===== config.mk =====
export PLATFORM = sky130hd
export DESIGN_NAME = aqs_adc_mode_sequencer
export DESIGN_NICKNAME = d
export VERILOG_FILES = /design/src/verilog/aqs_pkg.sv /design/src/verilog/aqs_adc_mode_sequencer.sv /design/src/verilog/aqs_timer.sv
export SDC_FILE = /design/constraint.sdc
export NUM_CORES = 1
export LEC_CHECK = 0
export BUFFER_PORTS_ARGS = -buffer_cell sky130_fd_sc_hd__buf_2
export CORE_UTILIZATION = 35
export DETAILED_ROUTE_END_ITERATION = 6
export GPL_TIMING_DRIVEN = 0
export PLACE_DENSITY = 0.65
export SYNTH_ARGS = -nofsm -noshare
export SYNTH_HDL_FRONTEND = slang
export SYNTH_SLANG_ARGS = --single-unit

===== constraint.sdc =====
create_clock -name ref_clk_in -period 5.25 [get_ports ref_clk_in]
set_clock_uncertainty 0.15 [all_clocks]
set_input_delay 0.7875 -clock ref_clk_in [delete_from_list [all_inputs] [get_ports ref_clk_in]]
set_output_delay 0.7875 -clock ref_clk_in [all_outputs]
set_load 0.05 [all_outputs]

===== src/verilog/aqs_pkg.sv =====
// Constants, types and helpers for the acquisition mode sequencer
// Contract
// RULE1: Rest in stop after power-on, datapath off
// RULE2: Start bit moves stop to first normal mode; the code enters stabilize first
// RULE3: Select bits 00 pick full rate mode
// RULE4: Interrupt per new result in full rate
// RULE5: Interrupt pulse lasts eight oscillator cycles
// RULE6: Faster channel sets rate; data held
// RULE7: Host returns through stop before full rate
// RULE8: Select bits 01 pick threshold rate mode
// RULE9: Above threshold full rate, below relaxed
// RULE10: Standby only from stop; 10 periodic
// RULE11: One sample per standby period, else stop
// RULE12: Select bits 11 pick threshold standby
// RULE13: Standby publish only above threshold
// RULE14: Bit 7 zero soft resets whole device
// RULE15: Bit 6 zero resets measurement path
// RULE16: Host stops external clock during soft reset
// RULE17: 500 us init, interrupt toggles
// RULE18: Host waits for init end
// RULE19: 1.5 ms stabilize before conversions
// RULE20: Host reads within read window
// RULE21: Status clears only when read
// RULE22: Host avoids reads near period end
// RULE23: Only four clock settings accepted
// RULE24: Hold reset until both detectors release
package aqs_pkg;
	localparam int CLK_MHZ = 50;
	localparam int INIT_US = 500;
	localparam int STAB_US = 1500;
	localparam int INIT_CYC = INIT_US * CLK_MHZ;
	localparam int STAB_CYC = STAB_US * CLK_MHZ;
	localparam int TMR_W = 17;
	localparam logic [3:0] INT_LP_CYCLES = 4'h8;
	localparam logic [7:0] ADDR_MODE = 8'h01;
	localparam logic [7:0] ADDR_STATUS = 8'h02;
	localparam logic [7:0] ADDR_SOFT_RESET = 8'h09;
	localparam logic [7:0] ADDR_PERIOD_LO = 8'h0b;
	localparam logic [7:0] ADDR_PERIOD_HI = 8'h0c;
	localparam logic [7:0] ADDR_THRESH_LO = 8'h0d;
	localparam logic [7:0] ADDR_THRESH_HI = 8'h0e;
	localparam logic [7:0] ADDR_RELAX_LO = 8'h0f;
	localparam logic [7:0] ADDR_RELAX_HI = 8'h10;
	localparam logic [7:0] ADDR_CLK_CFG = 8'h11;
	localparam int START_BIT = 0;
	localparam int SEL_HI = 7;
	localparam int SEL_LO = 6;
	localparam int DEV_RST_BIT = 7;
	localparam int MEAS_RST_BIT = 6;
	localparam logic [1:0] SEL_NORMAL_FULL_RATE_MODE = 2'h0;
	localparam logic [1:0] SEL_NORMAL_THRESHOLD_RATE_MODE = 2'h1;
	localparam logic [1:0] SEL_STANDBY_PERIODIC_MODE = 2'h2;
	localparam logic [1:0] SEL_STANDBY_THRESHOLD_MODE = 2'h3;
	localparam logic [7:0] MODE_RESET = 8'h00;
	localparam logic [7:0] SOFT_RESET_READ = 8'hc0;
	localparam logic [15:0] PERIOD_RESET = 16'h0100;
	localparam logic [15:0] THRESH_RESET = 16'h7fff;
	localparam logic [15:0] RELAX_RESET = 16'h0040;
	localparam logic [2:0] CLK_CFG_RESET = 3'h0;
	localparam logic [1:0] STATUS_RESET = 2'h0;
	typedef enum logic [3:0] {
		ST_RESET, ST_OTP_LOAD, ST_INIT, ST_STOP, ST_STAB,
		ST_NORMAL_FULL_RATE_MODE, ST_NORMAL_THRESHOLD_RATE_MODE, ST_SBM_ON, ST_SBM_OFF
	} aqs_state_type;
	// Bit0 fast modulator, bit1 fast chopper, bit2 decimation 128
	function automatic logic aqs_valid_clk_cfg(input logic [2:0] c);
		return (c == 3'h0) || (c == 3'h1) || (c == 3'h5) || (c == 3'h3);
	endfunction
endpackage


===== src/verilog/aqs_adc_mode_sequencer.sv =====
// Mode sequencer for the dual-channel acquisition die
`timescale 1ns/1ps
module aqs_adc_mode_sequencer
	import aqs_pkg::*;
#(
	parameter logic [TMR_W-1:0] INIT_CYCLES = TMR_W'(INIT_CYC),
	parameter logic [TMR_W-1:0] STAB_CYCLES = TMR_W'(STAB_CYC)
)
(
	input wire logic ref_clk_in,
	input wire logic rst_in,
	input wire logic digital_power_on_detect_in,
	input wire logic analog_power_on_detect_in,
	input wire logic low_power_osc_clock_in,
	input wire logic reg_wr_in,
	input wire logic reg_rd_in,
	input wire logic [7:0] reg_addr_in,
	input wire logic [7:0] reg_wdata_in,
	input wire logic cur_ready_in,
	input wire logic volt_ready_in,
	input wire logic [15:0] cur_sample_in,
	input wire logic [15:0] volt_sample_in,
	output logic [7:0] reg_rdata_out,
	output logic int_out,
	output logic datapath_enable_out,
	output logic meas_path_reset_out,
	output logic [2:0] clk_config_out,
	output logic [15:0] cur_data_out,
	output logic [15:0] volt_data_out
);
	aqs_state_type state;
	aqs_state_type next_state;
	logic [2:0] sync1;
	logic [2:0] sync2;
	logic lp_prev;
	logic [7:0] mode_control;
	logic [15:0] standby_period;
	logic [15:0] current_threshold;
	logic [15:0] relaxed_period;
	logic [1:0] status;
	logic [1:0] target_sel;
	logic fast_rate;
	logic relax_due;
	logic [3:0] int_cnt;
	logic cyc_exp;
	logic per_exp;

	// Pins from other domains pass two flops first
	wire [2:0] pins = {low_power_osc_clock_in, analog_power_on_detect_in,
		digital_power_on_detect_in};
	genvar gi;
	generate
		for (gi = 0; gi < 3; gi++) begin : g_sync
			always_ff @(posedge ref_clk_in or posedge rst_in) begin
				if (rst_in) begin
					sync1[gi] <= 1'b0;
					sync2[gi] <= 1'b0;
				end else begin
					sync1[gi] <= pins[gi];
					sync2[gi] <= sync1[gi];
				end
			end
		end
	endgenerate
	wire digital_power_on_detect_ok = sync2[0];
	wire analog_power_on_detect_ok = sync2[1];
	wire lp_level = sync2[2];
	wire lp_tick = lp_level && !lp_prev;

	// Decodes
	wire in_stop = (state == ST_STOP);
	wire in_mode = (state == ST_NORMAL_FULL_RATE_MODE) || (state == ST_NORMAL_THRESHOLD_RATE_MODE) ||
		(state == ST_SBM_ON) || (state == ST_SBM_OFF) || (state == ST_STAB);
	wire wr_mode = reg_wr_in && (reg_addr_in == ADDR_MODE);
	wire wr_rst = reg_wr_in && (reg_addr_in == ADDR_SOFT_RESET);
	wire [1:0] wr_sel = {reg_wdata_in[SEL_HI], reg_wdata_in[SEL_LO]};
	wire start_req = wr_mode && reg_wdata_in[START_BIT] && in_stop; // [RULE2] [RULE10]
	wire stop_req = wr_mode && !reg_wdata_in[START_BIT] && in_mode;
	wire dev_rst_ok = in_stop || (state == ST_STAB) ||
		(state == ST_SBM_ON) || (state == ST_SBM_OFF);
	wire dev_rst_req = wr_rst && !reg_wdata_in[DEV_RST_BIT] && dev_rst_ok; // [RULE14]
	wire meas_rst_req = wr_rst && !reg_wdata_in[MEAS_RST_BIT] && !dev_rst_req &&
		(in_stop || state == ST_SBM_OFF); // [RULE15]
	wire standby_sel = target_sel[1];
	wire [15:0] cur_mag = cur_sample_in[15] ? (~cur_sample_in + 16'h0001) : cur_sample_in;
	wire cur_above = cur_mag > current_threshold;
	// Either channel's result counts, so the faster one sets the rate
	wire conv_evt = cur_ready_in || volt_ready_in; // [RULE6]
	wire sbm_take = (target_sel == SEL_STANDBY_THRESHOLD_MODE) ? (cur_ready_in && cur_above) : conv_evt;
	wire publish = ((state == ST_NORMAL_FULL_RATE_MODE) && conv_evt) || // [RULE4]
		((state == ST_NORMAL_THRESHOLD_RATE_MODE) && conv_evt && (fast_rate || relax_due)) || // [RULE9]
		((state == ST_SBM_ON) && sbm_take); // [RULE11] [RULE13]
	wire stab_done = (state == ST_STAB) && cyc_exp;
	wire cyc_load = (state == ST_OTP_LOAD) || start_req;
	wire [TMR_W-1:0] cyc_value = (state == ST_OTP_LOAD) ? INIT_CYCLES : STAB_CYCLES;
	wire per_load = (stab_done && target_sel != SEL_NORMAL_FULL_RATE_MODE) ||
		((state == ST_SBM_OFF) && per_exp) || ((state == ST_NORMAL_THRESHOLD_RATE_MODE) && per_exp);
	wire [15:0] per_src = (target_sel == SEL_NORMAL_THRESHOLD_RATE_MODE) ? relaxed_period : standby_period;
	wire [TMR_W-1:0] per_value = {{(TMR_W-16){1'b0}}, per_src};
	wire rd_status = reg_rd_in && (reg_addr_in == ADDR_STATUS);
	wire [1:0] status_set = {publish && volt_ready_in, publish && cur_ready_in};
	wire clk_cfg_wr = reg_wr_in && (reg_addr_in == ADDR_CLK_CFG) &&
		aqs_valid_clk_cfg(reg_wdata_in[2:0]); // [RULE23]
	wire cfg_wr_ok = (state != ST_OTP_LOAD) && (state != ST_RESET);
	wire [7:0] rd_mux =
		(reg_addr_in == ADDR_MODE) ? mode_control :
		(reg_addr_in == ADDR_STATUS) ? {6'h00, status} :
		(reg_addr_in == ADDR_SOFT_RESET) ? SOFT_RESET_READ :
		(reg_addr_in == ADDR_PERIOD_LO) ? standby_period[7:0] :
		(reg_addr_in == ADDR_PERIOD_HI) ? standby_period[15:8] :
		(reg_addr_in == ADDR_THRESH_LO) ? current_threshold[7:0] :
		(reg_addr_in == ADDR_THRESH_HI) ? current_threshold[15:8] :
		(reg_addr_in == ADDR_RELAX_LO) ? relaxed_period[7:0] :
		(reg_addr_in == ADDR_RELAX_HI) ? relaxed_period[15:8] :
		(reg_addr_in == ADDR_CLK_CFG) ? {5'h00, clk_config_out} : 8'h00;

	aqs_timer u_cycle_timer (
		.ref_clk_in(ref_clk_in),
		.rst_in(rst_in),
		.load_in(cyc_load),
		.value_in(cyc_value),
		.tick_in(1'b1),
		.expire_out(cyc_exp)
	);
	// Periods count oscillator edges to keep the counter small
	aqs_timer u_period_timer (
		.ref_clk_in(ref_clk_in),
		.rst_in(rst_in),
		.load_in(per_load),
		.value_in(per_value),
		.tick_in(lp_tick),
		.expire_out(per_exp)
	);

	always_comb begin
		next_state = state;
		case (state)
			ST_RESET: begin
				if (digital_power_on_detect_ok && analog_power_on_detect_ok) begin
					next_state = ST_OTP_LOAD; // [RULE24]
				end
			end
			ST_OTP_LOAD: begin
				next_state = ST_INIT;
			end
			ST_INIT: begin
				if (cyc_exp) begin
					next_state = ST_STOP; // [RULE17] [RULE1]
				end
			end
			ST_STOP: begin
				if (start_req) begin
					next_state = ST_STAB; // [RULE19]
				end
			end
			ST_STAB: begin
				if (cyc_exp) begin
					case (target_sel)
						SEL_NORMAL_FULL_RATE_MODE: next_state = ST_NORMAL_FULL_RATE_MODE; // [RULE3]
						SEL_NORMAL_THRESHOLD_RATE_MODE: next_state = ST_NORMAL_THRESHOLD_RATE_MODE; // [RULE8]
						default: next_state = ST_SBM_ON; // [RULE10] [RULE12]
					endcase
				end
			end
			ST_SBM_ON: begin
				if (conv_evt) begin
					next_state = ST_SBM_OFF; // [RULE11]
				end
			end
			ST_SBM_OFF: begin
				if (per_exp) begin
					next_state = ST_SBM_ON;
				end
			end
			default: begin
				next_state = state;
			end
		endcase
		if (stop_req) begin
			next_state = ST_STOP;
		end
		if (dev_rst_req) begin
			next_state = ST_OTP_LOAD; // [RULE14]
		end
		if (!analog_power_on_detect_ok || !digital_power_on_detect_ok) begin
			next_state = ST_RESET; // [RULE24]
		end
	end

	always_ff @(posedge ref_clk_in or posedge rst_in) begin
		if (rst_in) begin
			state <= ST_RESET;
			lp_prev <= 1'b0;
		end else begin
			state <= next_state;
			lp_prev <= lp_level;
		end
	end

	// Defaults reload on every pass through the load state
	always_ff @(posedge ref_clk_in or posedge rst_in) begin
		if (rst_in) begin
			standby_period <= PERIOD_RESET;
			current_threshold <= THRESH_RESET;
			relaxed_period <= RELAX_RESET;
		end else if (state == ST_OTP_LOAD) begin
			standby_period <= PERIOD_RESET;
			current_threshold <= THRESH_RESET;
			relaxed_period <= RELAX_RESET;
		end else if (reg_wr_in && cfg_wr_ok) begin
			case (reg_addr_in)
				ADDR_PERIOD_LO: standby_period[7:0] <= reg_wdata_in;
				ADDR_PERIOD_HI: standby_period[15:8] <= reg_wdata_in;
				ADDR_THRESH_LO: current_threshold[7:0] <= reg_wdata_in;
				ADDR_THRESH_HI: current_threshold[15:8] <= reg_wdata_in;
				ADDR_RELAX_LO: relaxed_period[7:0] <= reg_wdata_in;
				ADDR_RELAX_HI: relaxed_period[15:8] <= reg_wdata_in;
				default: standby_period <= standby_period;
			endcase
		end
	end

	// Mode writes while running only take effect as a stop
	always_ff @(posedge ref_clk_in or posedge rst_in) begin
		if (rst_in) begin
			mode_control <= MODE_RESET;
			target_sel <= SEL_NORMAL_FULL_RATE_MODE;
			clk_config_out <= CLK_CFG_RESET;
		end else if (state == ST_OTP_LOAD) begin
			mode_control <= MODE_RESET;
			target_sel <= SEL_NORMAL_FULL_RATE_MODE;
			clk_config_out <= CLK_CFG_RESET;
		end else begin
			if (wr_mode && (in_stop || stop_req)) begin
				mode_control <= reg_wdata_in;
			end
			if (start_req) begin
				target_sel <= wr_sel;
			end
			if (clk_cfg_wr && cfg_wr_ok) begin
				clk_config_out <= reg_wdata_in[2:0]; // [RULE23]
			end
		end
	end

	// Set wins over the read clear
	always_ff @(posedge ref_clk_in or posedge rst_in) begin
		if (rst_in) begin
			status <= STATUS_RESET;
			reg_rdata_out <= 8'h00;
		end else begin
			status <= (status & ~{2{rd_status}}) | status_set; // [RULE21]
			if (reg_rd_in) begin
				reg_rdata_out <= rd_mux;
			end
		end
	end

	always_ff @(posedge ref_clk_in or posedge rst_in) begin
		if (rst_in) begin
			fast_rate <= 1'b0;
			relax_due <= 1'b0;
		end else if (state != ST_NORMAL_THRESHOLD_RATE_MODE) begin
			fast_rate <= 1'b0;
			relax_due <= 1'b1;
		end else begin
			if (cur_ready_in) begin
				fast_rate <= cur_above; // [RULE9]
			end
			if (per_exp) begin
				relax_due <= 1'b1;
			end else if (publish) begin
				relax_due <= 1'b0;
			end
		end
	end

	// Published data stays put until the next interrupt
	always_ff @(posedge ref_clk_in or posedge rst_in) begin
		if (rst_in) begin
			cur_data_out <= 16'h0000;
			volt_data_out <= 16'h0000;
		end else if (publish) begin
			if (cur_ready_in) begin
				cur_data_out <= cur_sample_in; // [RULE6] [RULE13]
			end
			if (volt_ready_in) begin
				volt_data_out <= volt_sample_in;
			end
		end
	end

	always_ff @(posedge ref_clk_in or posedge rst_in) begin
		if (rst_in) begin
			int_cnt <= 4'h0;
			meas_path_reset_out <= 1'b0;
			datapath_enable_out <= 1'b0;
		end else begin
			if (publish) begin
				int_cnt <= INT_LP_CYCLES; // [RULE5]
			end else if (lp_tick && int_cnt != 4'h0) begin
				int_cnt <= int_cnt - 4'h1;
			end
			meas_path_reset_out <= meas_rst_req || (state == ST_OTP_LOAD); // [RULE15]
			datapath_enable_out <= (next_state == ST_STAB) || (next_state == ST_NORMAL_FULL_RATE_MODE) ||
				(next_state == ST_NORMAL_THRESHOLD_RATE_MODE) || (next_state == ST_SBM_ON); // [RULE1]
		end
	end
	wire int_busy = (int_cnt != 4'h0);
	// Host ignores the init toggling; it is the oscillator itself
	assign int_out = int_busy || ((state == ST_INIT) && lp_level); // [RULE17]

	// Checks
	logic [3:0] lp_seen;
	always_ff @(posedge ref_clk_in or posedge rst_in) begin
		if (rst_in) begin
			lp_seen <= 4'h0;
		end else if (publish) begin
			lp_seen <= 4'h0;
		end else if (int_busy && lp_tick) begin
			lp_seen <= lp_seen + 4'h1;
		end
	end
endmodule


===== src/verilog/aqs_timer.sv =====
// Loadable down counter with expiry pulse
`timescale 1ns/1ps
module aqs_timer
	import aqs_pkg::*;
(
	input wire logic ref_clk_in,
	input wire logic rst_in,
	input wire logic load_in,
	input wire logic [TMR_W-1:0] value_in,
	input wire logic tick_in,
	output logic expire_out
);
	logic [TMR_W-1:0] count;
	wire last_tick = tick_in && (count == {{(TMR_W-1){1'b0}}, 1'b1});
	always_ff @(posedge ref_clk_in or posedge rst_in) begin
		if (rst_in) begin
			count <= '0;
		end else if (load_in) begin
			count <= value_in;
		end else if (tick_in && count != '0) begin
			count <= count - 1'b1;
		end
	end
	// Load wins so a reload never reports a stale expiry
	always_ff @(posedge ref_clk_in or posedge rst_in) begin
		if (rst_in) begin
			expire_out <= 1'b0;
		end else begin
			expire_out <= last_tick && !load_in;
		end
	end
endmodule

Word-level counts from Yosys, hierarchy flattened
Cells that the tools add are included.
{ "op_classes": {"addsub": 4, "n_lt_le_gt_ge": 1, "n_eq_ne": 31, "n_mux": 54, "bitwise": 4, "reduce_logical": 102} }
{ "ops": {"columns": ["cell", "count"], "rows": [
  ["8-bit two-way mux", 17],
  ["16-bit two-way mux", 8],
  ["17-bit two-way mux", 5],
  ["8-bit by 4-bit equality test with 1-bit output, second input constant", 6],
  ["4-bit two-way mux", 11],
  ["1-bit logical AND", 37],
  ["17-bit by 1-bit equality test with 1-bit output, second input constant", 2],
  ["17-bit nonzero test", 2],
  ["17-bit by 1-bit subtractor with 17-bit output, second input constant", 2],
  ["4-bit by 3-bit equality test with 1-bit output, second input constant", 8],
  ["2-bit nonzero test", 15],
  ["4-bit case mux with 7 select lines", 1],
  ["1-bit logical OR", 25],
  ["16-bit by 1-bit adder with 16-bit output, second input constant", 1],
  ["8-bit by 5-bit equality test with 1-bit output, second input constant", 2],
  ["16-bit > comparator", 1],
  ["16-bit NOT", 1],
  ["2-bit AND reduction", 8],
  ["1-bit logical NOT", 9],
  ["3-bit two-way mux", 3],
  ["4-bit by 2-bit equality test with 1-bit output, second input constant", 2],
  ["8-bit by 1-bit equality test with 1-bit output, second input constant", 1],
  ["8-bit by 2-bit equality test with 1-bit output, second input constant", 1],
  ["4-bit nonzero test", 2],
  ["20 further kinds", 26]
]} }
{ "word_totals": {"ff_bits": 158, "input_bits": 57, "out_inout_bits": 46, "elab_cells": 226} }

Depth between registers and ports, before layout
Gate-level depths: netlist of the first run.
{ "depth": {"ltp_word": 13, "ltp_mapped": 14, "depth_no_buf": 13} }

By module
From an unflattened synthesis of the first run, not the netlist that was laid out.
{ "hier_totals": {"hier_cells": 994, "hier_area_um2": 9193.8} }
{ "by_module_without_submodules": {"columns": ["module", "n_inst", "cells_each", "area_each_um2", "seq_area_each_um2"], "rows": [
  ["aqs_adc_mode_sequencer", 1, 738, 6974.2, 3074.2],
  ["aqs_timer", 2, 128, 1109.8, 450.4]
]} }

Worst setup path before layout of the first run
OpenSTA, ideal clock, no wires.
{ "synth_timing": {"path_kind": "input-to-reg", "startpoint": "input port cur_sample_in[7]", "endpoint": "register volt_data_out[15]", "setup_ps": 125, "arrival_time_ps": 3956, "required_ps": 4975, "path_slack_ps": 1019, "stages": 12, "path_buffers": 1, "cell_sequence": "or4_1 -> or4_1 -> o31ai_1 -> xnor2_1 -> ha_1 -> nand4_1 -> o41ai_1 -> or3_1 -> a31oi_4 -> o21ai_4 -> buf_6 -> mux2_2"} }
{ "synth_via": {"elab_chain_len": 9} }
{ "synth_lines": {"columns": ["item", "line_no", "text"], "rows": [
  ["from (decl)", "aqs_adc_mode_sequencer.sv:21", "input wire logic [15:0] cur_sample_in,"],
  ["16-bit NOT", "aqs_adc_mode_sequencer.sv:85", "wire [15:0] cur_mag = cur_sample_in[15] ? (~cur_sample_in + 16'h0001) : cur_sample_in;"],
  ["16-bit by 1-bit adder with 16-bit output", "aqs_adc_mode_sequencer.sv:85", null],
  ["16-bit two-way mux (*)", "aqs_adc_mode_sequencer.sv:85", null],
  ["16-bit > comparator (*)", "aqs_adc_mode_sequencer.sv:86", "wire cur_above = cur_mag > current_threshold;"],
  ["1-bit logical AND (*)", "aqs_adc_mode_sequencer.sv:89", "wire sbm_take = (target_sel == SEL_STANDBY_THRESHOLD_MODE) ? (cur_ready_in && cur_above) : conv_evt;"],
  ["1-bit two-way mux (*)", "aqs_adc_mode_sequencer.sv:89", null],
  ["1-bit logical AND (*)", "aqs_adc_mode_sequencer.sv:92", "((state == ST_SBM_ON) && sbm_take);"],
  ["1-bit logical OR (*)", "aqs_adc_mode_sequencer.sv:91", "((state == ST_NORMAL_THRESHOLD_RATE_MODE) && conv_evt && (fast_rate || relax_due)) ||"],
  ["2-bit AND reduction (no source line) (*)", null, null],
  ["to (signal assigned)", "aqs_adc_mode_sequencer.sv:288", "volt_data_out <= volt_sample_in;"],
  ["to (decl)", "aqs_adc_mode_sequencer.sv:29", "output logic [15:0] volt_data_out"]
]} }
Mark *: on every way between the ends. The rest lies on a longest branch, timed or not.
A chain may end at the register's enable or synchronous reset.

Final worst setup path of the first run
{ "layout_timing": {"startpoint": "input port cur_sample_in[7]", "endpoint": "register cur_data_out[2]"} }
{ "layout_via": {"elab_chain_len": 9} }
{ "layout_lines": {"columns": ["item", "line_no", "text"], "rows": [
  ["16-bit NOT", "aqs_adc_mode_sequencer.sv:85", null],
  ["16-bit by 1-bit adder with 16-bit output", "aqs_adc_mode_sequencer.sv:85", null],
  ["16-bit two-way mux (*)", "aqs_adc_mode_sequencer.sv:85", null],
  ["16-bit > comparator (*)", "aqs_adc_mode_sequencer.sv:86", null],
  ["1-bit logical AND (*)", "aqs_adc_mode_sequencer.sv:89", null],
  ["1-bit two-way mux (*)", "aqs_adc_mode_sequencer.sv:89", null],
  ["1-bit logical AND (*)", "aqs_adc_mode_sequencer.sv:92", null],
  ["1-bit logical OR (*)", "aqs_adc_mode_sequencer.sv:91", null],
  ["2-bit AND reduction (no source line) (*)", null, null],
  ["to (signal assigned)", "aqs_adc_mode_sequencer.sv:285", "cur_data_out <= cur_sample_in;"],
  ["to (decl)", "aqs_adc_mode_sequencer.sv:28", "output logic [15:0] cur_data_out,"]
]} }
Marked as above.

==> run metrics, run 1 <==
pre-CTS setup slack=0.348 ns; top-area cell type share of the netlist area=40.5%; I/O pins=about 100; cts repair resizes=0; CP max FO=10; DRT iter0 DRCs=614; placed cells=1318; CP most frequent cell=or4_1; Vias per Instance=5.36; Hold-fix buffers, CTS=0; total power=a little under 3 mW; Setup TNS=0 ns; fin nets=1093; Post-DP HPWL=18000 um; crit path kind=input port to flip-flop; detailed-route DRC error count=0; core region area=24400 um2; number of enable flip-flop cells after synthesis=0; Setup violations, final=0; Pwr Density=286 nW/um2; PnR worst setup slack=0.864 ns; TritonCTS buffer count=17; gp weighted congestion=between 0.9 and 1; Syn Nets=977; Pleak=4.77 nW; die area=25500 um2; grt total ovfl=0; P&R area growth vs syn=17.5%; Final Max Tran Viols=0; Worst Setup End Kind=flip-flop; clock tree from TritonCTS=done; Clock Root Buffer=clkbuf_16; Non-Filler Instances=approximately 1.4k; Post-CTS Setup Inserts=0; Slew @ Worst Pin=0.909 ns; CTS Sinks=158; first-pass GRT wire length=38700 um; clk_lat worst skew=0.44 ns; fin crit share=between 80% and 90%; highest-count cells in the layout ignoring fill and taps=dfrtp_1, nand2_1, buf_2; RSZ-0062 raised after global routing=false; Final Hold Vio Count=0; share of cells above drive strength 1=21.4%; Primary FF master, synth=dfrtp_1; clk slew on worst S/H paths=0.07 ns; Syn Area/Cell=9.71 um2; Synth area leaders=dfrtp_1, mux2i_1, dfstp_2; Achievable Freq=228 MHz; critical path data arrival time=roughly 4.6 ns; Slew HR=39.0%; antenna violations before repair=0; hold crit path type=input port to asynchronous set/reset pin; # fillers=2442; slowest CP cell=or4_1; max_cap viols=0; area leader, netlist=dfrtp_1; commonest non-fill, non-tap cell in the layout=dfrtp_1; VDD IR-drop max=0.000234 V; Post-DP Area=9630 um2; router iterations before antenna repair=5; Rows=57; crit-path leading delay family=simple AND/OR/NAND/NOR gates; critical-path cell list=buf_2 > or4_1 > or4_1 > nor4b_1 > ha_1 > nand4_1 > o41ai_1 > or3_1 > a31oi_4 > a21oi_4 > buf_4 > mux2_2; diode count=0; Initial Utilization=35.7%; Multi-input gate area=4390 um2; vias in the first global route=roughly 7.1k; final core utilization=42.0%; Die H=160 um; crit path buf inv count=2; Post-Route WL=24200 um; sequential fraction of the synthesis area=45.6%; port bufs=96; flops & latches, synth=158; Synth Instances=897; Final min period=4.39 ns; Synth cell types=78; storage element area=a little under 4000 um2; YS warnings=0; maximum clock insertion buffer count=2; critical path launch point type=input port; worst hold margin=0.165 ns; Async SR Flop Fraction=100%; routed vias=7232; Antenna Nets Post-Route=0; synthesized area=8710 um2; CP max stage delay=0.58 ns; average wire per standard cell=18.0 um; all-layer global routing usage=19.7%; H-tree Lvls=4; largest net degree at the start of global routing=115; die width=160 um; Final Instance Area=10200 um2; CP required=5.42 ns; status=complete, no violations
## cell usage after synthesis, types with 6 or more instances
cell and count:
dfrtp_1 141, nand2_1 107, nor2_1 65, mux2i_1 54
o21ai_0 51, a21oi_1 50, inv_1 44, nand3_1 32
mux2_2 30, xnor2_1 29, clkbuf_1 25, ha_1 23
o211ai_1 20, nor3_1 19, dfstp_2 17, xor2_1 14
nand2b_1 12, a31oi_1 8, buf_2 8, nor2_2 8
and3_1 7, or3_1 7, nand4_1 6, nor2b_1 6
nor4_1 6, o22ai_1 6
## layout make-up
class                      instances  share of cell area, %
clock inverter                    15                   1.69
tap                              324                   3.96
inverter                          44                   1.69
timing repair buffer              97                   4.96
multi-input combinational        654                   42.9
sequential                       158                   38.8
clock buffer                      17                   4.16
buffer                            41                   1.83
## worst register-to-register path, stage by stage, from the launching register on
cell and delay, ns:
dfstp_2 0.54, inv_1 0.06, ha_1 0.30, nand4_1 0.20, o41ai_1 0.51, or3_1 0.21, a31oi_4 0.06, a21oi_4 0.33
buf_4 0.27, mux2_2 0.35
## state kept, by name, indices dropped and copies added (netlist names), 2 cells and up
register / count
u_cycle_timer.count: 17
u_period_timer.count: 17
cur_data_out: 16
current_threshold: 16
relaxed_period: 16
standby_period: 16
volt_data_out: 16
mode_control: 8
reg_rdata_out: 8
int_cnt: 4
state: 4
clk_config_out: 3
sync1: 3
status: 2
target_sel: 2
## cells by family (layout without fill, tap and decap cells)
group                    count (synthesis)  count (layout)  share of synthesized area [%]
flip-flops                             158             158                           45.6
adder cells (fa/ha/maj)                 23              23                           3.30
XOR/XNOR                                43              43                           4.32
multiplexers                            87              87                           10.5
AND/OR/NAND/NOR                        319             319                           18.8
AO/OA/AOI/OAI                          182             182                           13.4
buffers and inverters                   85             214                           4.05
## power breakdown
part           total [mW]  switching (mW)  leakage, nW  internal, mW
clock network        1.28           0.561        0.289         0.715
registers            1.32          0.0443         2.07          1.28
logic               0.325           0.206         2.41         0.118
## final timing paths
check | startpoint | to | slack, ns | cells past startpoint
max in group asynchronous | rst_in | reg_rdata_out[0] | 3.90 | 3
setup reg to reg | current_threshold[14] | cur_data_out[2] | 2.16 | 9
min in group ref_clk_in | sync1[0] | digital_power_on_detect_ok | 0.20 | 0
hold reg to reg | sync1[0] | digital_power_on_detect_ok | 0.20 | 0
setup / recovery | cur_sample_in[7] | cur_data_out[2] | 0.86 | 12
hold / removal | rst_in | cur_data_out[14] | 0.17 | 2
## routing by layer
metal	global-route usage [%]	wire length, um
met5	0	0
met4	7.66	567
met3	5.51	1760
met2	31.4	11500
met1	25.5	10500
Power figures use the tool's default switching activity.
==> run 2, diff against run 1 <==
--- a/config.mk
+++ b/config.mk
@@ -9,7 +9,7 @@
 export CORE_UTILIZATION = 35
 export DETAILED_ROUTE_END_ITERATION = 6
 export GPL_TIMING_DRIVEN = 0
-export PLACE_DENSITY = 0.65
+export PLACE_DENSITY = 0.63
 export SYNTH_ARGS = -nofsm -noshare
 export SYNTH_HDL_FRONTEND = slang
 export SYNTH_SLANG_ARGS = --single-unit
==> constraint.sdc (replaced) <==
create_clock -name ref_clk_in -period 4.3 [get_ports ref_clk_in]
set_clock_uncertainty 0.15 [all_clocks]
set_input_delay 0.645 -clock ref_clk_in [delete_from_list [all_inputs] [get_ports ref_clk_in]]
set_output_delay 0.645 -clock ref_clk_in [all_outputs]
set_load 0.05 [all_outputs]
==> run metrics, run 2 (same netlist as run 1, synthesis figures left out) <==
Final Max Tran Viols=10 (was 0); H-tree Lvls=4 (unchanged); Clock Root Buffer=clkbuf_16 (unchanged); status=complete, but fails checks (was complete, no violations); grt total ovfl=0 (unchanged); core region area=24400 um2 (unchanged); gp weighted congestion=0.924 (was 0.965); hold crit path type=input port to asynchronous set/reset pin (unchanged); reg-to-reg startpoint=state[1] (was current_threshold[14]); commonest non-fill, non-tap cell in the layout=dfrtp_1 (unchanged); critical path data arrival time=4.18 ns (was 4.56 ns); Achievable Freq=249 MHz; CP max stage delay=0.58 ns (about the same); Slew HR=-0.878% (was 39.0%); largest net degree at the start of global routing=43 (was 115); fin crit share=93.4%; VDD IR-drop max=0.000230 V (was 0.000234 V); Multi-input gate area=4390 um2 (about the same); Post-DP Area=9680 um2 (was 9630 um2); Reg-to-Reg End=u_cycle_timer.count[15] (was cur_data_out[2]); slowest CP cell=or4_1 (unchanged); clk slew on worst S/H paths=0.06 ns (was 0.07 ns); die width=160 um (unchanged); Pleak=4.79 nW (was 4.77 nW); Pwr Density=343 nW/um2 (was 286 nW/um2); P&R area growth vs syn=18.2% (was 17.5%); CP most frequent cell=or4_1 (unchanged); Setup violations, final=0 (unchanged); TritonCTS buffer count=17 (unchanged); Worst R2R Path Depth=6 (was 9); antenna violations before repair=1 (was 0); Post-DP HPWL=18300 um (was 18000 um); crit path from=cur_sample_in[7] (unchanged); storage element area=3980 um2 (unchanged); Initial Utilization=35.7% (unchanged); max_cap viols=1 (was 0); routed vias=7154 (was 7232); vias in the first global route=6896 (was 7059); clk_lat worst skew=0.44 ns (about the same); Final Instance Area=10300 um2 (was 10200 um2); Die H=160 um (unchanged); fin nets=1099 (was 1093); Final min period=4.02 ns; CP max FO=10 (unchanged); Hold-fix buffers, CTS=0 (unchanged); share of cells above drive strength 1=21.7% (was 21.4%); detailed-route DRC error count=0 (unchanged); die area=25500 um2 (unchanged); critical path launch point type=input port (unchanged); I/O pins=103 (unchanged); DRT iter0 DRCs=557 (was 614); Worst Setup End Kind=flip-flop (unchanged); crit path kind=input port to flip-flop (unchanged); Antenna Nets Post-Route=0 (unchanged); average wire per standard cell=17.9 um (was 18.0 um); Vias per Instance=5.27 (was 5.36); CTS Sinks=158 (unchanged); worst hold margin=0.0276 ns (was 0.165 ns); Setup crit end=cur_data_out[2] (unchanged); all-layer global routing usage=19.5% (was 19.7%); first-pass GRT wire length=38600 um (was 38700 um); # fillers=2413 (was 2442); router iterations before antenna repair=5 (unchanged); failing checks=capacitance limit, slew limit; Post-Route WL=24300 um (was 24200 um); maximum clock insertion buffer count=2 (unchanged); clock tree from TritonCTS=done (unchanged); Rows=57 (unchanged); port bufs=96 (unchanged); Worst R2R Setup Slack=1.35 ns (was 2.16 ns); critical-path cell list=buf_2 > or4_1 > or4_1 > o21ai_0 > xnor2_1 > ha_1 > nand4_1 > o41ai_2 > or3_1 > a31oi_4 > a21oi_4 > buf_4 > mux2_2 (was buf_2 > or4_1 > or4_1 > nor4b_1 > ha_1 > nand4_1 > o41ai_1 > or3_1 > a31oi_4 > a21oi_4 > buf_4 > mux2_2); highest-count cells in the layout ignoring fill and taps=dfrtp_1, nand2_1, buf_2 (unchanged); Final Hold Vio Count=0 (unchanged); CP required=4.47 ns (was 5.42 ns); Slew @ Worst Pin=1.50 ns (was 0.909 ns); biggest regs=u_cycle_timer.count (17), u_period_timer.count (17) (unchanged); RSZ-0062 raised after global routing=false (unchanged); final core utilization=42.2% (was 42.0%)
## run 2: worst min-delay path by stage
stage               slack (ns)  cells past startpoint                    endpoint
CTS                       0.02                      2    u_period_timer.count[13]
detailed placement        0.19                      0  digital_power_on_detect_ok
global route              0.04                      2    u_period_timer.count[13]
global placement          0.18                      0  digital_power_on_detect_ok
finish                    0.03                      2    u_period_timer.count[13]
floorplan                 0.18                      0   analog_power_on_detect_ok
## run 2: metrics by stage
stage | TNS [ns] | total power [mW] | worst slack (ns) | std cells
after floorplan | 0 | 1.90 | 0.212 | 897
after CTS | 0 | 3.56 | 0.0443 | 1354
final | 0 | 3.53 | 0.283 | 1357
after detailed placement | -10.69 | 2.04 | -0.472 | 1321
after global routing | 0 | 3.68 | 0.0162 | 1356
after global placement | -8.77 | 2.02 | -0.419 | 1317
## run 2: what timing repair did
| item | in CTS | in global routing |
|---|---|---|
| endpoints found under the setup margin | 9 | 32 |
| setup buffers | 1 | 2 |
| pin swaps | 0 | 1 |
| resized for setup | 0 | 1 |
## run 2: layout make-up
class | count | share of cell area, %
multi-input cells | 654 | 42.7
flip-flops and latches | 158 | 38.6
repair buffers | 103 | 5.66
clock buffers | 20 | 4.34
well taps | 324 | 3.94
plain buffers | 41 | 1.82
inverters | 44 | 1.64
clock inverters | 12 | 1.32
diodes | 1 | 0.0243
## run 2: metal layers
metal	track usage, %	vias to the layer above	share of wire, %
met5	0	-	0
met4	5.71	0	1.5
met3	5.40	27	6.7
met2	29.9	212	45
met1	26.9	3477	47
li1	-	3438	-
## run 2: where the power goes
group	leakage, nW	switching (mW)	internal (mW)
Combinational	2.44	0.251	0.148
Sequential	2.07	0.0518	1.56
Clock	0.277	0.645	0.874
Total	4.79	0.948	2.58
## run 2: critical path, delay by kind of cell
| family | cells | cell delay [ns] |
|---|---|---|
| multiplexers | 1 | 0.35 |
| adder cells (fa/ha/maj) | 1 | 0.30 |
| XOR/XNOR | 1 | 0.12 |
| AND/OR/NAND/NOR | 4 | 1.49 |
| buffers and inverters | 2 | 0.35 |
| AO/OA/AOI/OAI | 4 | 0.92 |
